[config.mk]
export PLATFORM = sky130hd
export DESIGN_NAME = ulpe_serial
export DESIGN_NICKNAME = d
export VERILOG_FILES = /design/src/hdl/ulpe_serial.v
export VERILOG_INCLUDE_DIRS = /design/src /design/src/common
export SDC_FILE = /design/constraint.sdc
export NUM_CORES = 1
export LEC_CHECK = 0
export BUFFER_PORTS_ARGS = -buffer_cell sky130_fd_sc_hd__buf_2
export CORE_AREA = 10 10 131 133
export DETAILED_ROUTE_END_ITERATION = 6
export DIE_AREA = 0 0 141 143
export PLACE_DENSITY = 0.76
export SLEW_MARGIN = 30
export SYNTH_ARGS = -nofsm -noshare
export SYNTH_HDL_FRONTEND = slang
export SYNTH_SLANG_ARGS = --single-unit
[constraint.sdc]
create_clock -name aclk -period 3.15 [get_ports aclk]
set_clock_uncertainty 0.2 [all_clocks]
set_input_delay 0.315 -clock aclk [delete_from_list [all_inputs] [get_ports aclk]]
set_output_delay 0.315 -clock aclk [all_outputs]
set_load 0.005 [all_outputs]
[src/common/ulpe_map.vh]
// register map, field positions, reset values and timing for the low-power serial port
// assumes a 32-bit AXI4-Lite slave, one aligned word per register
`ifndef ULPE_MAP_VH
`define ULPE_MAP_VH
// ----------------------------------------
// offsets
// ----------------------------------------
`define ULPE_OFF_CR1    8'h00
`define ULPE_OFF_CR2    8'h04
`define ULPE_OFF_SR     8'h08
`define ULPE_OFF_DIV    8'h0C
`define ULPE_OFF_RXBUF  8'h10
`define ULPE_OFF_TXBUF  8'h14
`define ULPE_OFF_IRQST  8'h18
`define ULPE_OFF_IRQMSK 8'h1C
`define ULPE_OFF_PWR    8'h20
// ----------------------------------------
// control one fields
// ----------------------------------------
`define ULPE_CR1_TXE    7
`define ULPE_CR1_RXE    6
`define ULPE_CR1_STOP   5
`define ULPE_CR1_EVEN   4
`define ULPE_CR1_PE     3
`define ULPE_CR1_IRSEL  2
`define ULPE_CR1_CLKSEL 1
`define ULPE_CR1_WMASK  8'hFE
// ----------------------------------------
// status fields
// ----------------------------------------
`define ULPE_SR_PARITY_ERROR_FLAG 7
`define ULPE_SR_FRAMING_ERROR_FLAG 6
`define ULPE_SR_OVERRUN_ERROR_FLAG 5
`define ULPE_SR_RBSY 3
`define ULPE_SR_RX_FULL_FLAG 2
`define ULPE_SR_TBSY 1
`define ULPE_SR_TX_FULL_FLAG 0
// ----------------------------------------
// power control fields
// ----------------------------------------
`define ULPE_PWR_STOP  0
`define ULPE_PWR_IDLE  1
`define ULPE_PWR_SLEEP 2
`define ULPE_PWR_OHOLD 3
// ----------------------------------------
// reset values, response codes and infrared pulse width
// ----------------------------------------
`define ULPE_RST_BYTE   8'h00
`define ULPE_RESP_OKAY  2'h0
`define ULPE_RESP_SLVERR 2'h2
`define ULPE_IR_PULSE_NUM 3
`define ULPE_IR_PULSE_DEN 16
`endif

[src/hdl/ulpe_serial.v]
// serial port with automatic low-power entry, registers over AXI4-Lite
// assumes one clock aclk, a synchronous active-low reset and an rxd pin from off chip
// How it works
// - low-power entry halts transfers without software
// - entry clears enables, keeps format fields
// - entry clears status; divisor and control two kept
// - pin state applies whether busy or idle
// - idle or sleep: pin high, infrared low
// - stop with hold, idle or sleep acts idle, else released
// - infrared select sends pulse-coded transmit data
//
// Implementation choices: the AXI4-Lite interface to the registers and the placing of the registers.
`timescale 1ns/100ps
`include "ulpe_map.vh"
module ulpe_serial #(
  parameter ADDR_W = 8
) (
  input  wire              aclk,
  input  wire              aresetn,
  input  wire [ADDR_W-1:0] s_axi_awaddr,
  input  wire              s_axi_awvalid,
  output reg               s_axi_awready,
  input  wire [31:0]       s_axi_wdata,
  input  wire [3:0]        s_axi_wstrb,
  input  wire              s_axi_wvalid,
  output reg               s_axi_wready,
  output reg  [1:0]        s_axi_bresp,
  output reg               s_axi_bvalid,
  input  wire              s_axi_bready,
  input  wire [ADDR_W-1:0] s_axi_araddr,
  input  wire              s_axi_arvalid,
  output reg               s_axi_arready,
  output reg  [31:0]       s_axi_rdata,
  output reg  [1:0]        s_axi_rresp,
  output reg               s_axi_rvalid,
  input  wire              s_axi_rready,
  input  wire              rxd,
  output reg               txd_o,
  output reg               txd_oe,
  output reg               irq
);
  // ----------------------------------------
  // state
  // ----------------------------------------
  localparam [2:0] ST_IDLE  = 3'b001;
  localparam [2:0] ST_SHIFT = 3'b010;
  localparam [2:0] ST_DONE  = 3'b100;
  reg [7:0]  cr1_q, cr2_q, div_q, rxbuf_q, txbuf_q, irq_st_q, irq_msk_q, pwr_q;
  reg        parity_error_flag_q, framing_error_flag_q, overrun_error_flag_q, rbsy_q, rx_full_flag_q, tbsy_q, tx_full_flag_q;
  reg [2:0]  tx_st_q, rx_st_q;
  reg [10:0] tx_sh_q;
  reg [3:0]  tx_cnt_q, rx_cnt_q, tx_ph_q, rx_ph_q;
  reg [7:0]  tx_div_q, rx_div_q, rx_sh_q;
  reg        rxd_m_q, rxd_s_q, aw_got_q, w_got_q;
  reg [ADDR_W-1:0] awaddr_q;
  reg [31:0] wdata_q;
  reg        wstrb0_q;
  wire low_entry = pwr_q[`ULPE_PWR_STOP] | pwr_q[`ULPE_PWR_IDLE] | pwr_q[`ULPE_PWR_SLEEP];
  wire irsel = cr1_q[`ULPE_CR1_IRSEL];
  wire busy_any = tbsy_q | rbsy_q;
  wire [7:0] sr_w = {parity_error_flag_q, framing_error_flag_q, overrun_error_flag_q, 1'b0, rbsy_q, rx_full_flag_q, tbsy_q, tx_full_flag_q};
  // ----------------------------------------
  // address match helper
  // ----------------------------------------
  function hit;
    input [ADDR_W-1:0] a;
    input [7:0]        off;
    begin
      hit = (a[7:2] == off[7:2]);
    end
  endfunction
  // ----------------------------------------
  // write channel
  // ----------------------------------------
  wire wr_go = aw_got_q & w_got_q & ~s_axi_bvalid;
  wire wr_ok = hit(awaddr_q, `ULPE_OFF_CR1) | hit(awaddr_q, `ULPE_OFF_CR2) |
               hit(awaddr_q, `ULPE_OFF_DIV) | hit(awaddr_q, `ULPE_OFF_TXBUF) |
               hit(awaddr_q, `ULPE_OFF_IRQST) | hit(awaddr_q, `ULPE_OFF_IRQMSK) |
               hit(awaddr_q, `ULPE_OFF_PWR);
  wire we = wr_go & wr_ok & wstrb0_q;
  wire [7:0] wb = wdata_q[7:0];
  wire tx_load = we & hit(awaddr_q, `ULPE_OFF_TXBUF) & cr1_q[`ULPE_CR1_TXE] & ~low_entry;
  always @(posedge aclk)
  begin
    if (!aresetn)
    begin
      s_axi_awready <= 1'b0;
      s_axi_wready  <= 1'b0;
      s_axi_bvalid  <= 1'b0;
      s_axi_bresp   <= `ULPE_RESP_OKAY;
      aw_got_q      <= 1'b0;
      w_got_q       <= 1'b0;
      awaddr_q      <= {ADDR_W{1'b0}};
      wdata_q       <= 32'h0000_0000;
      wstrb0_q      <= 1'b0;
    end
    else
    begin
      s_axi_awready <= ~aw_got_q & ~s_axi_awready & s_axi_awvalid;
      s_axi_wready  <= ~w_got_q & ~s_axi_wready & s_axi_wvalid;
      if (s_axi_awvalid & s_axi_awready)
      begin
        aw_got_q <= 1'b1;
        awaddr_q <= s_axi_awaddr;
      end
      if (s_axi_wvalid & s_axi_wready)
      begin
        w_got_q  <= 1'b1;
        wdata_q  <= s_axi_wdata;
        wstrb0_q <= s_axi_wstrb[0];
      end
      if (wr_go)
      begin
        s_axi_bvalid <= 1'b1;
        s_axi_bresp  <= wr_ok ? `ULPE_RESP_OKAY : `ULPE_RESP_SLVERR;
        aw_got_q     <= 1'b0;
        w_got_q      <= 1'b0;
      end
      else if (s_axi_bvalid & s_axi_bready)
        s_axi_bvalid <= 1'b0;
    end
  end
  // ----------------------------------------
  // registers; low-power entry wins over writes to control, divisor and transmit buffer
  // ----------------------------------------
  wire rx_done, tx_done, parity_error_flag_set, framing_error_flag_set, overrun_error_flag_set;
  wire [7:0] ev = {1'b0, 1'b0, 1'b0, rx_done, parity_error_flag_set, framing_error_flag_set, overrun_error_flag_set, tx_done};
  always @(posedge aclk)
  begin
    if (!aresetn)
    begin
      cr1_q     <= `ULPE_RST_BYTE;
      cr2_q     <= `ULPE_RST_BYTE;
      div_q     <= `ULPE_RST_BYTE;
      txbuf_q   <= `ULPE_RST_BYTE;
      irq_st_q  <= `ULPE_RST_BYTE;
      irq_msk_q <= `ULPE_RST_BYTE;
      pwr_q     <= `ULPE_RST_BYTE;
    end
    else
    begin
      if (we & hit(awaddr_q, `ULPE_OFF_PWR))
        pwr_q <= wb;
      if (low_entry)
        cr1_q <= cr1_q & 8'h3E;
      else if (we & hit(awaddr_q, `ULPE_OFF_CR1))
        // format fields frozen while a transfer runs
        cr1_q <= busy_any ? {wb[7:6], cr1_q[5:0]} : (wb & `ULPE_CR1_WMASK);
      if (we & hit(awaddr_q, `ULPE_OFF_CR2) & ~busy_any & ~low_entry)
        cr2_q <= wb;
      if (we & hit(awaddr_q, `ULPE_OFF_DIV) & ~low_entry)
        div_q <= wb;
      if (tx_load)
        txbuf_q <= wb;
      if (we & hit(awaddr_q, `ULPE_OFF_IRQMSK))
        irq_msk_q <= wb;
      // set wins over write-one-to-clear
      irq_st_q <= (irq_st_q & ~((we & hit(awaddr_q, `ULPE_OFF_IRQST)) ? wb : 8'h00)) | ev;
    end
  end
  // ----------------------------------------
  // transmitter
  // ----------------------------------------
  // >= so a smaller divisor never waits for the prescaler to wrap
  wire tx_tick = (tx_div_q >= div_q);
  wire par_bit = ^txbuf_q ^ ~cr1_q[`ULPE_CR1_EVEN];
  wire [3:0] tx_len = 4'd10 + {3'd0, cr1_q[`ULPE_CR1_PE]} + {3'd0, cr1_q[`ULPE_CR1_STOP]};
  reg  tx_line;
  assign tx_done = tx_st_q[2];
  always @(posedge aclk)
  begin
    if (!aresetn)
    begin
      tx_st_q <= ST_IDLE;
      tbsy_q  <= 1'b0;
      tx_full_flag_q  <= 1'b0;
      tx_sh_q <= 11'h7FF;
      tx_cnt_q <= 4'h0;
      tx_ph_q <= 4'h0;
      tx_div_q <= 8'h00;
    end
    else if (low_entry)
    begin
      tx_st_q <= ST_IDLE;
      tbsy_q  <= 1'b0;
      tx_full_flag_q  <= 1'b0;
      tx_sh_q <= 11'h7FF;
    end
    else
    begin
      tx_div_q <= tx_tick ? 8'h00 : tx_div_q + 8'h01;
      if (tx_load)
        tx_full_flag_q <= 1'b1;
      case (tx_st_q)
        ST_IDLE:
          if (tx_full_flag_q & ~tx_load)
          begin
            tx_sh_q <= cr1_q[`ULPE_CR1_PE] ? {1'b1, par_bit, txbuf_q, 1'b0}
                                           : {2'b11, txbuf_q, 1'b0};
            tx_full_flag_q  <= 1'b0;
            tbsy_q  <= 1'b1;
            tx_cnt_q <= 4'h0;
            tx_ph_q <= 4'h0;
            tx_st_q <= ST_SHIFT;
          end
        ST_SHIFT:
          if (tx_tick)
          begin
            tx_ph_q <= tx_ph_q + 4'h1;
            if (tx_ph_q == 4'hF)
            begin
              tx_sh_q  <= {1'b1, tx_sh_q[10:1]};
              tx_cnt_q <= tx_cnt_q + 4'h1;
              if (tx_cnt_q == tx_len - 4'h1)
                tx_st_q <= ST_DONE;
            end
          end
        ST_DONE:
        begin
          tbsy_q  <= 1'b0;
          tx_st_q <= ST_IDLE;
        end
        default:
          tx_st_q <= ST_IDLE;
      endcase
    end
  end
  // infrared: a short high pulse for each zero bit, low otherwise
  always @*
  begin
    if (irsel)
      tx_line = ~tx_sh_q[0] & (tx_ph_q < 4'd3);
    else
      tx_line = tx_sh_q[0];
  end
  // ----------------------------------------
  // receiver
  // ----------------------------------------
  reg rx_par_q, rx_stop_q;
  wire rx_tick = (rx_div_q >= div_q);
  assign rx_done  = rx_st_q[2];
  assign parity_error_flag_set = rx_done & cr1_q[`ULPE_CR1_PE] & (^rx_sh_q ^ rx_par_q ^ ~cr1_q[`ULPE_CR1_EVEN]);
  assign framing_error_flag_set = rx_done & ~rx_stop_q;
  assign overrun_error_flag_set = rx_done & rx_full_flag_q;
  always @(posedge aclk)
  begin
    if (!aresetn)
    begin
      rxd_m_q <= 1'b1;
      rxd_s_q <= 1'b1;
    end
    else
    begin
      rxd_m_q <= rxd;
      rxd_s_q <= rxd_m_q;
    end
  end
  wire rd_rxbuf;
  always @(posedge aclk)
  begin
    if (!aresetn)
    begin
      rx_st_q <= ST_IDLE;
      {parity_error_flag_q, framing_error_flag_q, overrun_error_flag_q, rbsy_q, rx_full_flag_q} <= 5'h00;
      rx_sh_q <= 8'h00;
      rxbuf_q <= 8'h00;
      rx_cnt_q <= 4'h0;
      rx_ph_q <= 4'h0;
      rx_div_q <= 8'h00;
      rx_par_q <= 1'b0;
      rx_stop_q <= 1'b1;
    end
    else if (low_entry)
    begin
      rx_st_q <= ST_IDLE;
      {parity_error_flag_q, framing_error_flag_q, overrun_error_flag_q, rbsy_q, rx_full_flag_q} <= 5'h00;
    end
    else
    begin
      rx_div_q <= rx_tick ? 8'h00 : rx_div_q + 8'h01;
      if (rd_rxbuf)
        rx_full_flag_q <= 1'b0;
      case (rx_st_q)
        ST_IDLE:
          if (cr1_q[`ULPE_CR1_RXE] & ~rxd_s_q)
          begin
            rbsy_q <= 1'b1;
            rx_cnt_q <= 4'h0;
            rx_ph_q <= 4'h0;
            rx_st_q <= ST_SHIFT;
          end
        ST_SHIFT:
          if (rx_tick)
          begin
            rx_ph_q <= rx_ph_q + 4'h1;
            if (rx_ph_q == 4'h7)
            begin
              rx_cnt_q <= rx_cnt_q + 4'h1;
              if (rx_cnt_q >= 4'h1 && rx_cnt_q <= 4'h8)
                rx_sh_q <= {rxd_s_q, rx_sh_q[7:1]};
              else if (rx_cnt_q == 4'h9 && cr1_q[`ULPE_CR1_PE])
                rx_par_q <= rxd_s_q;
              else if (rx_cnt_q != 4'h0)
              begin
                rx_stop_q <= rxd_s_q;
                rx_st_q   <= ST_DONE;
              end
            end
          end
        ST_DONE:
        begin
          rbsy_q <= 1'b0;
          rx_full_flag_q <= 1'b1;
          rxbuf_q <= rx_sh_q;
          parity_error_flag_q <= parity_error_flag_q | parity_error_flag_set;
          framing_error_flag_q <= framing_error_flag_q | framing_error_flag_set;
          overrun_error_flag_q <= overrun_error_flag_q | overrun_error_flag_set;
          rx_st_q <= ST_IDLE;
        end
        default:
          rx_st_q <= ST_IDLE;
      endcase
    end
  end
  // ----------------------------------------
  // read channel
  // ----------------------------------------
  reg [7:0] rd_byte;
  reg       rd_ok;
  assign rd_rxbuf = s_axi_arvalid & s_axi_arready & hit(s_axi_araddr, `ULPE_OFF_RXBUF);
  always @*
  begin
    rd_ok = 1'b1;
    rd_byte = 8'h00;
    if (hit(s_axi_araddr, `ULPE_OFF_CR1)) rd_byte = cr1_q;
    else if (hit(s_axi_araddr, `ULPE_OFF_CR2)) rd_byte = cr2_q;
    else if (hit(s_axi_araddr, `ULPE_OFF_SR)) rd_byte = sr_w;
    else if (hit(s_axi_araddr, `ULPE_OFF_DIV)) rd_byte = div_q;
    else if (hit(s_axi_araddr, `ULPE_OFF_RXBUF)) rd_byte = rxbuf_q;
    else if (hit(s_axi_araddr, `ULPE_OFF_TXBUF)) rd_byte = 8'h00;
    else if (hit(s_axi_araddr, `ULPE_OFF_IRQST)) rd_byte = irq_st_q;
    else if (hit(s_axi_araddr, `ULPE_OFF_IRQMSK)) rd_byte = irq_msk_q;
    else if (hit(s_axi_araddr, `ULPE_OFF_PWR)) rd_byte = pwr_q;
    else rd_ok = 1'b0;
  end
  always @(posedge aclk)
  begin
    if (!aresetn)
    begin
      s_axi_arready <= 1'b0;
      s_axi_rvalid  <= 1'b0;
      s_axi_rdata   <= 32'h0000_0000;
      s_axi_rresp   <= `ULPE_RESP_OKAY;
    end
    else
    begin
      s_axi_arready <= s_axi_arvalid & ~s_axi_arready & ~s_axi_rvalid;
      if (s_axi_arvalid & s_axi_arready)
      begin
        s_axi_rvalid <= 1'b1;
        s_axi_rdata  <= {24'h000000, rd_byte};
        s_axi_rresp  <= rd_ok ? `ULPE_RESP_OKAY : `ULPE_RESP_SLVERR;
      end
      else if (s_axi_rvalid & s_axi_rready)
        s_axi_rvalid <= 1'b0;
    end
  end
  // ----------------------------------------
  // pin and interrupt outputs
  // ----------------------------------------
  always @(posedge aclk)
  begin
    if (!aresetn)
    begin
      txd_o  <= 1'b1;
      txd_oe <= 1'b1;
      irq    <= 1'b0;
    end
    else
    begin
      irq <= |(irq_st_q & irq_msk_q);
      // in low power the pin state follows mode only, never a frame in flight; otherwise it follows tx_line
      if (low_entry)
      begin
        txd_o  <= ~irsel;
        txd_oe <= ~pwr_q[`ULPE_PWR_STOP] | pwr_q[`ULPE_PWR_OHOLD] |
                  pwr_q[`ULPE_PWR_IDLE] | pwr_q[`ULPE_PWR_SLEEP];
      end
      else
      begin
        txd_o  <= tx_line;
        txd_oe <= 1'b1;
      end
    end
  end
endmodule // ulpe_serial

**Yosys cells after proc, flatten, opt, wreduce, memory -nomap -nowiden**

Cells that the tools add are included.

- Output and inout bits: 44
- Bits of input ports: 60
- Word-level logic and storage cells: 269
- Flip-flop bits (word level): 170

- Bitwise logic cells: 76
- $lt $le $gt $ge: 5
- Multiplexer cells: 67
- Equality and inequality tests: 34
- Reductions and logical operators: 32
- $add $sub $neg: 9

Operator list:

| operator | number |
|---|---|
| $mux 8 | 12 |
| $eq 6x3->1 const B | 7 |
| $and 1x1->1 | 35 |
| $mux 11 | 3 |
| $mux 4 | 8 |
| $pmux 4 s2 | 4 |
| $mux 3 | 10 |
| $mux 1 | 22 |
| $pmux 11 s2 | 1 |
| $ne 2x2->1 const B | 10 |
| $not 1->1 | 19 |
| $eq 6x2->1 const B | 3 |
| $add 4x1->4 const B | 4 |
| $add 8x1->8 const B | 2 |
| $and 8x8->8 | 2 |
| $ge 8x8->1 | 2 |
| $reduce_and 4->1 | 4 |
| $reduce_xor 8->1 | 2 |
| $or 1x1->1 | 15 |
| $reduce_and 5->1 | 3 |
| $reduce_bool 2->1 | 7 |
| $eq 6x1->1 const B | 2 |
| $eq 6x4->1 const B | 2 |
| $logic_not 6->1 | 2 |
| other kinds (27) | 42 |

**Longest topological paths before layout**

Gate-level depths: netlist (run 1).

- Depth in word-level cells: 16
- Depth in mapped cells: 9
- Gate-level depth less buffers: 8

**Least setup slack after synthesis (run 1)**

Ideal clock, no wire load.

- Path type: register to register
- Start point: reg div_q[7]
- End point: reg tx_cnt_q[0]
- Slack: 0.763 ns
- Buffers on the path: 1
- Data required time: 2.834 ns
- Library setup time: 0.116 ns
- Period minus slack after synthesis: 2.387 ns
- Arrival time: 2.071 ns
- Cell stages (with the launch flop): 10
- Path through: dfxtp_1 inv_1 ha_1 and4_1 o21ai_0 o221a_2 o31ai_2 clkbuf_2 nand2_1 a31o_2

- Longest elaborated chain between the ends: 3

Ends and longest elaborated chain:

| what | line | source |
|---|---|---|
| start: declaration | ulpe_serial.v:48 | `reg [7:0] cr1_q, cr2_q, div_q, rxbuf_q, txbuf_q, irq_st_q, irq_msk_q, pwr_q;` |
| start signal: assignment | ulpe_serial.v:134 | `` div_q <= `ULPE_RST_BYTE; `` |
| start signal: assignment | ulpe_serial.v:152 | `div_q <= wb;` |
| $ge 8x8->1 | ulpe_serial.v:165 | `wire tx_tick = (tx_div_q >= div_q);` |
| $ne 2x2->1 (no source line) | n/a |  |
| $reduce_and 5->1 (no source line) | n/a |  |
| end signal: assignment | ulpe_serial.v:213 | `tx_cnt_q <= tx_cnt_q + 4'h1;` |
| end: declaration | ulpe_serial.v:52 | `reg [3:0] tx_cnt_q, rx_cnt_q, tx_ph_q, rx_ph_q;` |

No other way between the ends.
A chain may end at the register's enable or synchronous reset.

**Final worst setup path (run 1)**

- Start point: reg div_q[7]
- End point: reg tx_cnt_q[2]

The elaborated chain is that of the path after synthesis.

==> impl_metrics.toml, run 1 <==
[detailed_routing]
drt_iter0_drc = 516
wl_um = 19600
viasPerCell = 5.75
dr.pass1.iters = 5
drcViolationCount = 0
avgRoutedWirePerCell_um = 16.6
vias = 6802
detail-route-antenna-nets = 0

[critical_path]
worstSetupPathType = "register to register"
cp_max_fo = 22
crit_slowest_cell = "dfxtp_1"
cp-start-kind = "register"
cp_num_buf_inv = 2
cpPeakStageDelay_ns = 0.36
cp_top_family = "compound AO/OA/AOI/OAI gates"
crit_path_end_kind = "register"
cp_data_arrival_time_ns = 2.69
path_cells = "inv_1 -> ha_1 -> and4_1 -> o21ai_0 -> o221a_2 -> o31ai_2 -> buf_4 -> o211ai_1 -> a32o_1"
cp.required_ns = 3.28

[final_layout]
drive_above_1_share = 0.108
final_common_cell = "dfxtp_1"
fin_util = 0.621
largest_register_ffs = 10
fin_nets = 1071
syn_to_final_growth_pct = 13.6
regMostFlops = "tx_sh_q"
antenna_cells = 0
layout_common_cells = "dfxtp_1, nand2_1, nor2_1"

[synthesis]
synth-async-reset-ratio = 0
syn-cell-area_sq_um = 7890
yosysUniqueCellTypes = 61
avgSynthCellArea_sq_um = 8.40
yosysWarnings = 0
synth_edf_count = 0
synthFlopType = "dfxtp_1"
yosysSeqAreaShare = 0.419
synthCells = 939
synth_seq_cells = 165

[pwr]
p_total_mw = 4.35
p_per_area_nw_per_um2 = 486
p_leak_nw = 3.63
ir_drop_v = 0.000388

[place]
gp_congestion = 0.862
portBuffers = 46
post-dp-hpwl_um = 13400

[global_route]
grt_pass1_vias = 6361
grtUsageTotal = 0.192
grt_pass1_wl_um = 31700
antenna_found_initial = 0
overflow = 0
grt_max_degree = 92

[timing]
max_freq_mhz = 390
drv_slew = 0
fin_crit_ns = 2.56
slew_headroom = 0.552
tns_ns = 0
rsz0062_at_grt = "false"
finalHoldViolCount = 0
worst_pin_slew_ns = 0.667
setup_violations = 0
post-route-period-util = 0.814

[clock_network]
clock-sinks = 165
clockBufferDepth = 2
clk_pin_slew_ns = 0.06
clkLatencyLatePin_ns = 0.44
cts_buffers = 17
clockRootBuffer = "clkbuf_16"
htree_levels = 4
cts_tree = "done"
post_cts_buffers = 0
cts_resized = 0

[floorplanning]
io_pins = 104
die_x_um = 141
die-height_um = 143
rows = 44
dieArea_sq_um = 20200
initial_core_util = 0.547
core_sq_um = 14400

[min_path]
hold_class = "input pin to register"

[job]
cap_viol_max_count = 0

[status]
status = "finished, final reports clean"
## path summary, 6_finish.rpt
| check | from | endpoint | slack (ns) | depth (start not counted) |
|---|---|---|---|---|
| setup / recovery | div_q[7] | tx_cnt_q[2] | 0.59 | 9 |
| hold / removal | aresetn | rx_div_q[1] | 0.07 | 3 |
| setup reg to reg | div_q[7] | tx_cnt_q[2] | 0.59 | 9 |
| hold reg to reg | rxd_m_q | rxd_s_q | 0.21 | 1 |
## layer usage
metal,vias to the layer above,share of wire,global-route usage
met5,-,0,0
met4,0,0.028,0.0870
met3,42,0.080,0.0514
met2,237,0.46,0.307
met1,3186,0.43,0.238
li1,3337,-,-
## cell type report
cell class                 instances  area [sq um]
timing repair buffer              81           558
clock buffer                      18           429
clock inverter                    13           150
sequential                       165          3300
inverter                          19          71.3
fill                            1200          5460
multi-input combinational        702          4220
tap                              184           230
## synth_stat cells (all sizes together), types with 7 or more instances
library cell	count	area (sq um)
nand4	13	81.3
nor2	94	353
xnor2	14	123
o21ai	38	190
ha	25	313
a21oi	77	385
nor3	17	85.1
buf	41	263
clkbuf	37	140
nand3	31	155
inv	19	71.3
xor2	14	123
o221ai	7	61.3
a22oi	10	75.1
nand2	153	574
mux2i	52	521
dfxtp	165	3300
and3	15	93.8
o22ai	8	50.1
nand2b	18	113
## kinds of logic (layout without fill, tap and decap cells)
kind of cell / after synthesis / in the layout / share of synthesized area
AND/OR/NAND/NOR: 383 / 383 / 0.225
AO/OA/AOI/OAI: 179 / 179 / 0.138
flip-flops: 165 / 165 / 0.419
buffers and inverters: 97 / 131 / 0.0601
multiplexers: 60 / 60 / 0.0845
XOR/XNOR: 29 / 29 / 0.0339
adder cells (fa/ha/maj): 25 / 25 / 0.0396
other: 1 / 26 / 0.000475
## tightest hold or removal path, cell delays in order
cell,delay [ns]
buf_2,0.18
nand3_1,0.10
o21ai_0,0.06
## where the power goes
part	switching, mW	leakage [nW]	total [mW]	internal (mW)
registers	0.0215	1.33	2.12	2.10
logic	0.107	2.02	0.176	0.0691
clock network	0.879	0.277	2.06	1.18
total	1.01	3.63	4.35	3.35
## metrics by stage
step / setup WS [ns] / area (sq um) / instances / hold slack (ns)
floorplan: 0.763 / 7980 / 964 / 0.186
global placement: 0.625 / 8170 / 1130 / 0.191
CTS: 0.588 / 8960 / 1182 / 0.0650
finish: 0.586 / 8960 / 1182 / 0.0734
global route: 0.391 / 8960 / 1182 / 0.0785
detailed placement: 0.598 / 8170 / 1130 / 0.208
## repair_timing
item	in CTS	in global routing
hold endpoints to repair	21	0
endpoints found under the setup margin	0	0
hold buffers	21	0
(Power assumes the default switching activity.)
==> run 2, diff against run 1 <==
==> constraint.sdc (replaced) <==
create_clock -name aclk -period 2.62 [get_ports aclk]
set_clock_uncertainty 0.2 [all_clocks]
set_input_delay 0.262 -clock aclk [delete_from_list [all_inputs] [get_ports aclk]]
set_output_delay 0.262 -clock aclk [all_outputs]
set_load 0.005 [all_outputs]
==> impl_metrics.toml, run 2 (synthesis gave the netlist of run 1 again) <==
[status]
status = "finished, final reports clean"

[critical_path]
worstSetupPathType = "register to register"
cp.required_ns = 2.74
cp_max_fo = 11
crit_slowest_cell = "dfxtp_2"
path_cells = "inv_1 -> ha_1 -> and4_1 -> o21ai_0 -> o221a_2 -> o31ai_4 -> buf_12 -> nand2_1 -> a31o_2"
cp_data_arrival_time_ns = 2.63
cpPeakStageDelay_ns = 0.35
cp-start-kind = "register"
crit_path_end_kind = "register"
r2r_slack_ns = 0.12
reg2regPathDepth = 9

[final_layout]
final_common_cell = "dfxtp_1"
fin_nets = 1090
layout_common_cells = "dfxtp_1, nand2_1, nor2_1"
drive_above_1_share = 0.126
syn_to_final_growth_pct = 16.3
final_cells = 1203
regMostFlops = "tx_sh_q"
largest_register_ffs = 10
finalInstanceArea_sq_um = 9180
fin_util = 0.636

[floorplanning]
dieArea_sq_um = 20200
core_sq_um = 14400
io_pins = 104
rows = 44
die-height_um = 143
initial_core_util = 0.547
die_x_um = 141

[timing]
tns_ns = 0
drv_slew = 0
slew_headroom = 0.548
max_freq_mhz = 400
setup_violations = 0
whs_ns = 0.0832
post-route-period-util = 0.954
worst_pin_slew_ns = 0.676
finalHoldViolCount = 0
fin_crit_ns = 2.50

[place]
gp_congestion = 0.874
placed_area_sq_um = 8270
portBuffers = 46
post-dp-hpwl_um = 13600
dp.cells = 1142

[pwr]
netSwitchingPower_mw = 1.24
pwr-share-seq = 0.487
power.internal_mw = 4.00
p_per_area_nw_per_um2 = 571
switching_share = 0.236
clkPwrFrac = 0.471
p_leak_nw = 3.73
ir_drop_v = 0.000465
p_comb_frac = 0.042

[detailed_routing]
dr_wl_met3_um = 1350
routed.top_layer = "met4"
wl_um = 19700
detail-route-antenna-nets = 0
drcViolationCount = 0
viasPerCell = 5.72
vias = 6879
wl_met2_um = 9350
dr.pass1.iters = 5
wl_met1_um = 8690
drt_iter0_drc = 466
avgRoutedWirePerCell_um = 16.4

[clock_network]
cts_tree = "done"
htree_levels = 4
clockBufferDepth = 2
clockRootBuffer = "clkbuf_16"
clkLatencyLatePin_ns = 0.43
cts_buffers = 17
clk_pin_slew_ns = 0.07
clock-sinks = 165

[global_route]
grt_max_degree = 92
grt_pass1_wl_um = 32800
antenna_found_initial = 1
grtUsageTotal = 0.199
grt_pass1_vias = 6586
overflow = 0

[min_path]
hold_class = "input pin to register"
hold_depth = 3

[job]
cap_viol_max_count = 0
==> run 2: cell count changes in the layout (fill, tap and decap cells not counted), moves of 2 or more <==
cell / delta
clkinv_4: +3
clkinvlp_4: -2
buf_4: +12
dlygate4sd3_1: +5
dfxtp_1: -3
clkbuf_8: +2
dfxtp_2: +3
==> run 2: power groups by stage <==
stage	clock network, mW	registers [mW]	logic, mW
5_1_grt	2.61	2.55	0.244
6_report	2.47	2.55	0.221
3_5_place_dp	0	2.61	0.188
3_3_place_gp	0	2.60	0.186
4_1_cts	2.50	2.55	0.215
2_1_floorplan	0	2.59	0.154
==> run 2: timing repair <==
action | in CTS | in global routing
setup endpoints to repair | 0 | 5
buffers inserted | 0 | 1
gates resized for setup | 0 | 5
endpoints found under the hold margin | 21 | 0
hold buffers | 26 | 0
==> run 2: final timing paths <==
| kind | start | to |
|---|---|---|
| worst max register to register | div_q[7] | tx_cnt_q[3] |
| worst min-delay path | aresetn | irq_st_q[6] |
| worst max-delay path | div_q[7] | tx_cnt_q[3] |
| worst min register to register | rxd_m_q | rxd_s_q |
==> run 2: layout make-up <==
| type | count | area (sq um) |
|---|---|---|
| diodes | 1 | 2.50 |
| clock buffers | 19 | 453 |
| clock inverters | 13 | 135 |
| fillers | 1214 | 5250 |
| inverters | 19 | 71.3 |
| multi-input cells | 702 | 4230 |
| flip-flops and latches | 165 | 3310 |
| well taps | 184 | 230 |
| repair buffers | 100 | 743 |
==> run 2: routing by layer <==
layer | vias up | GRT usage
met5 | - | 0
met4 | 0 | 0.0668
met3 | 26 | 0.0567
met2 | 205 | 0.326
met1 | 3281 | 0.246
li1 | 3367 | -
==> run 2: worst max-delay path: cells and delay by family, from the launching register on <==
family / cells / cell delay, ns
AOI/OAI and AO/OA: 4 / 1.01
adders and majority gates: 1 / 0.31
buffers and inverters: 2 / 0.23
DFF: 1 / 0.35
and+or+nand+nor: 2 / 0.29
==> run 2: per-stage QoR <==
| stage | power [mW] | worst slack, ns |
|---|---|---|
| floorplan | 2.74 | 0.233 |
| global placement | 2.79 | 0.143 |
| detailed placement | 2.79 | 0.0516 |
| CTS | 5.27 | 0.0439 |
| global route | 5.40 | -0.00148 |
| finish | 5.24 | 0.120 |
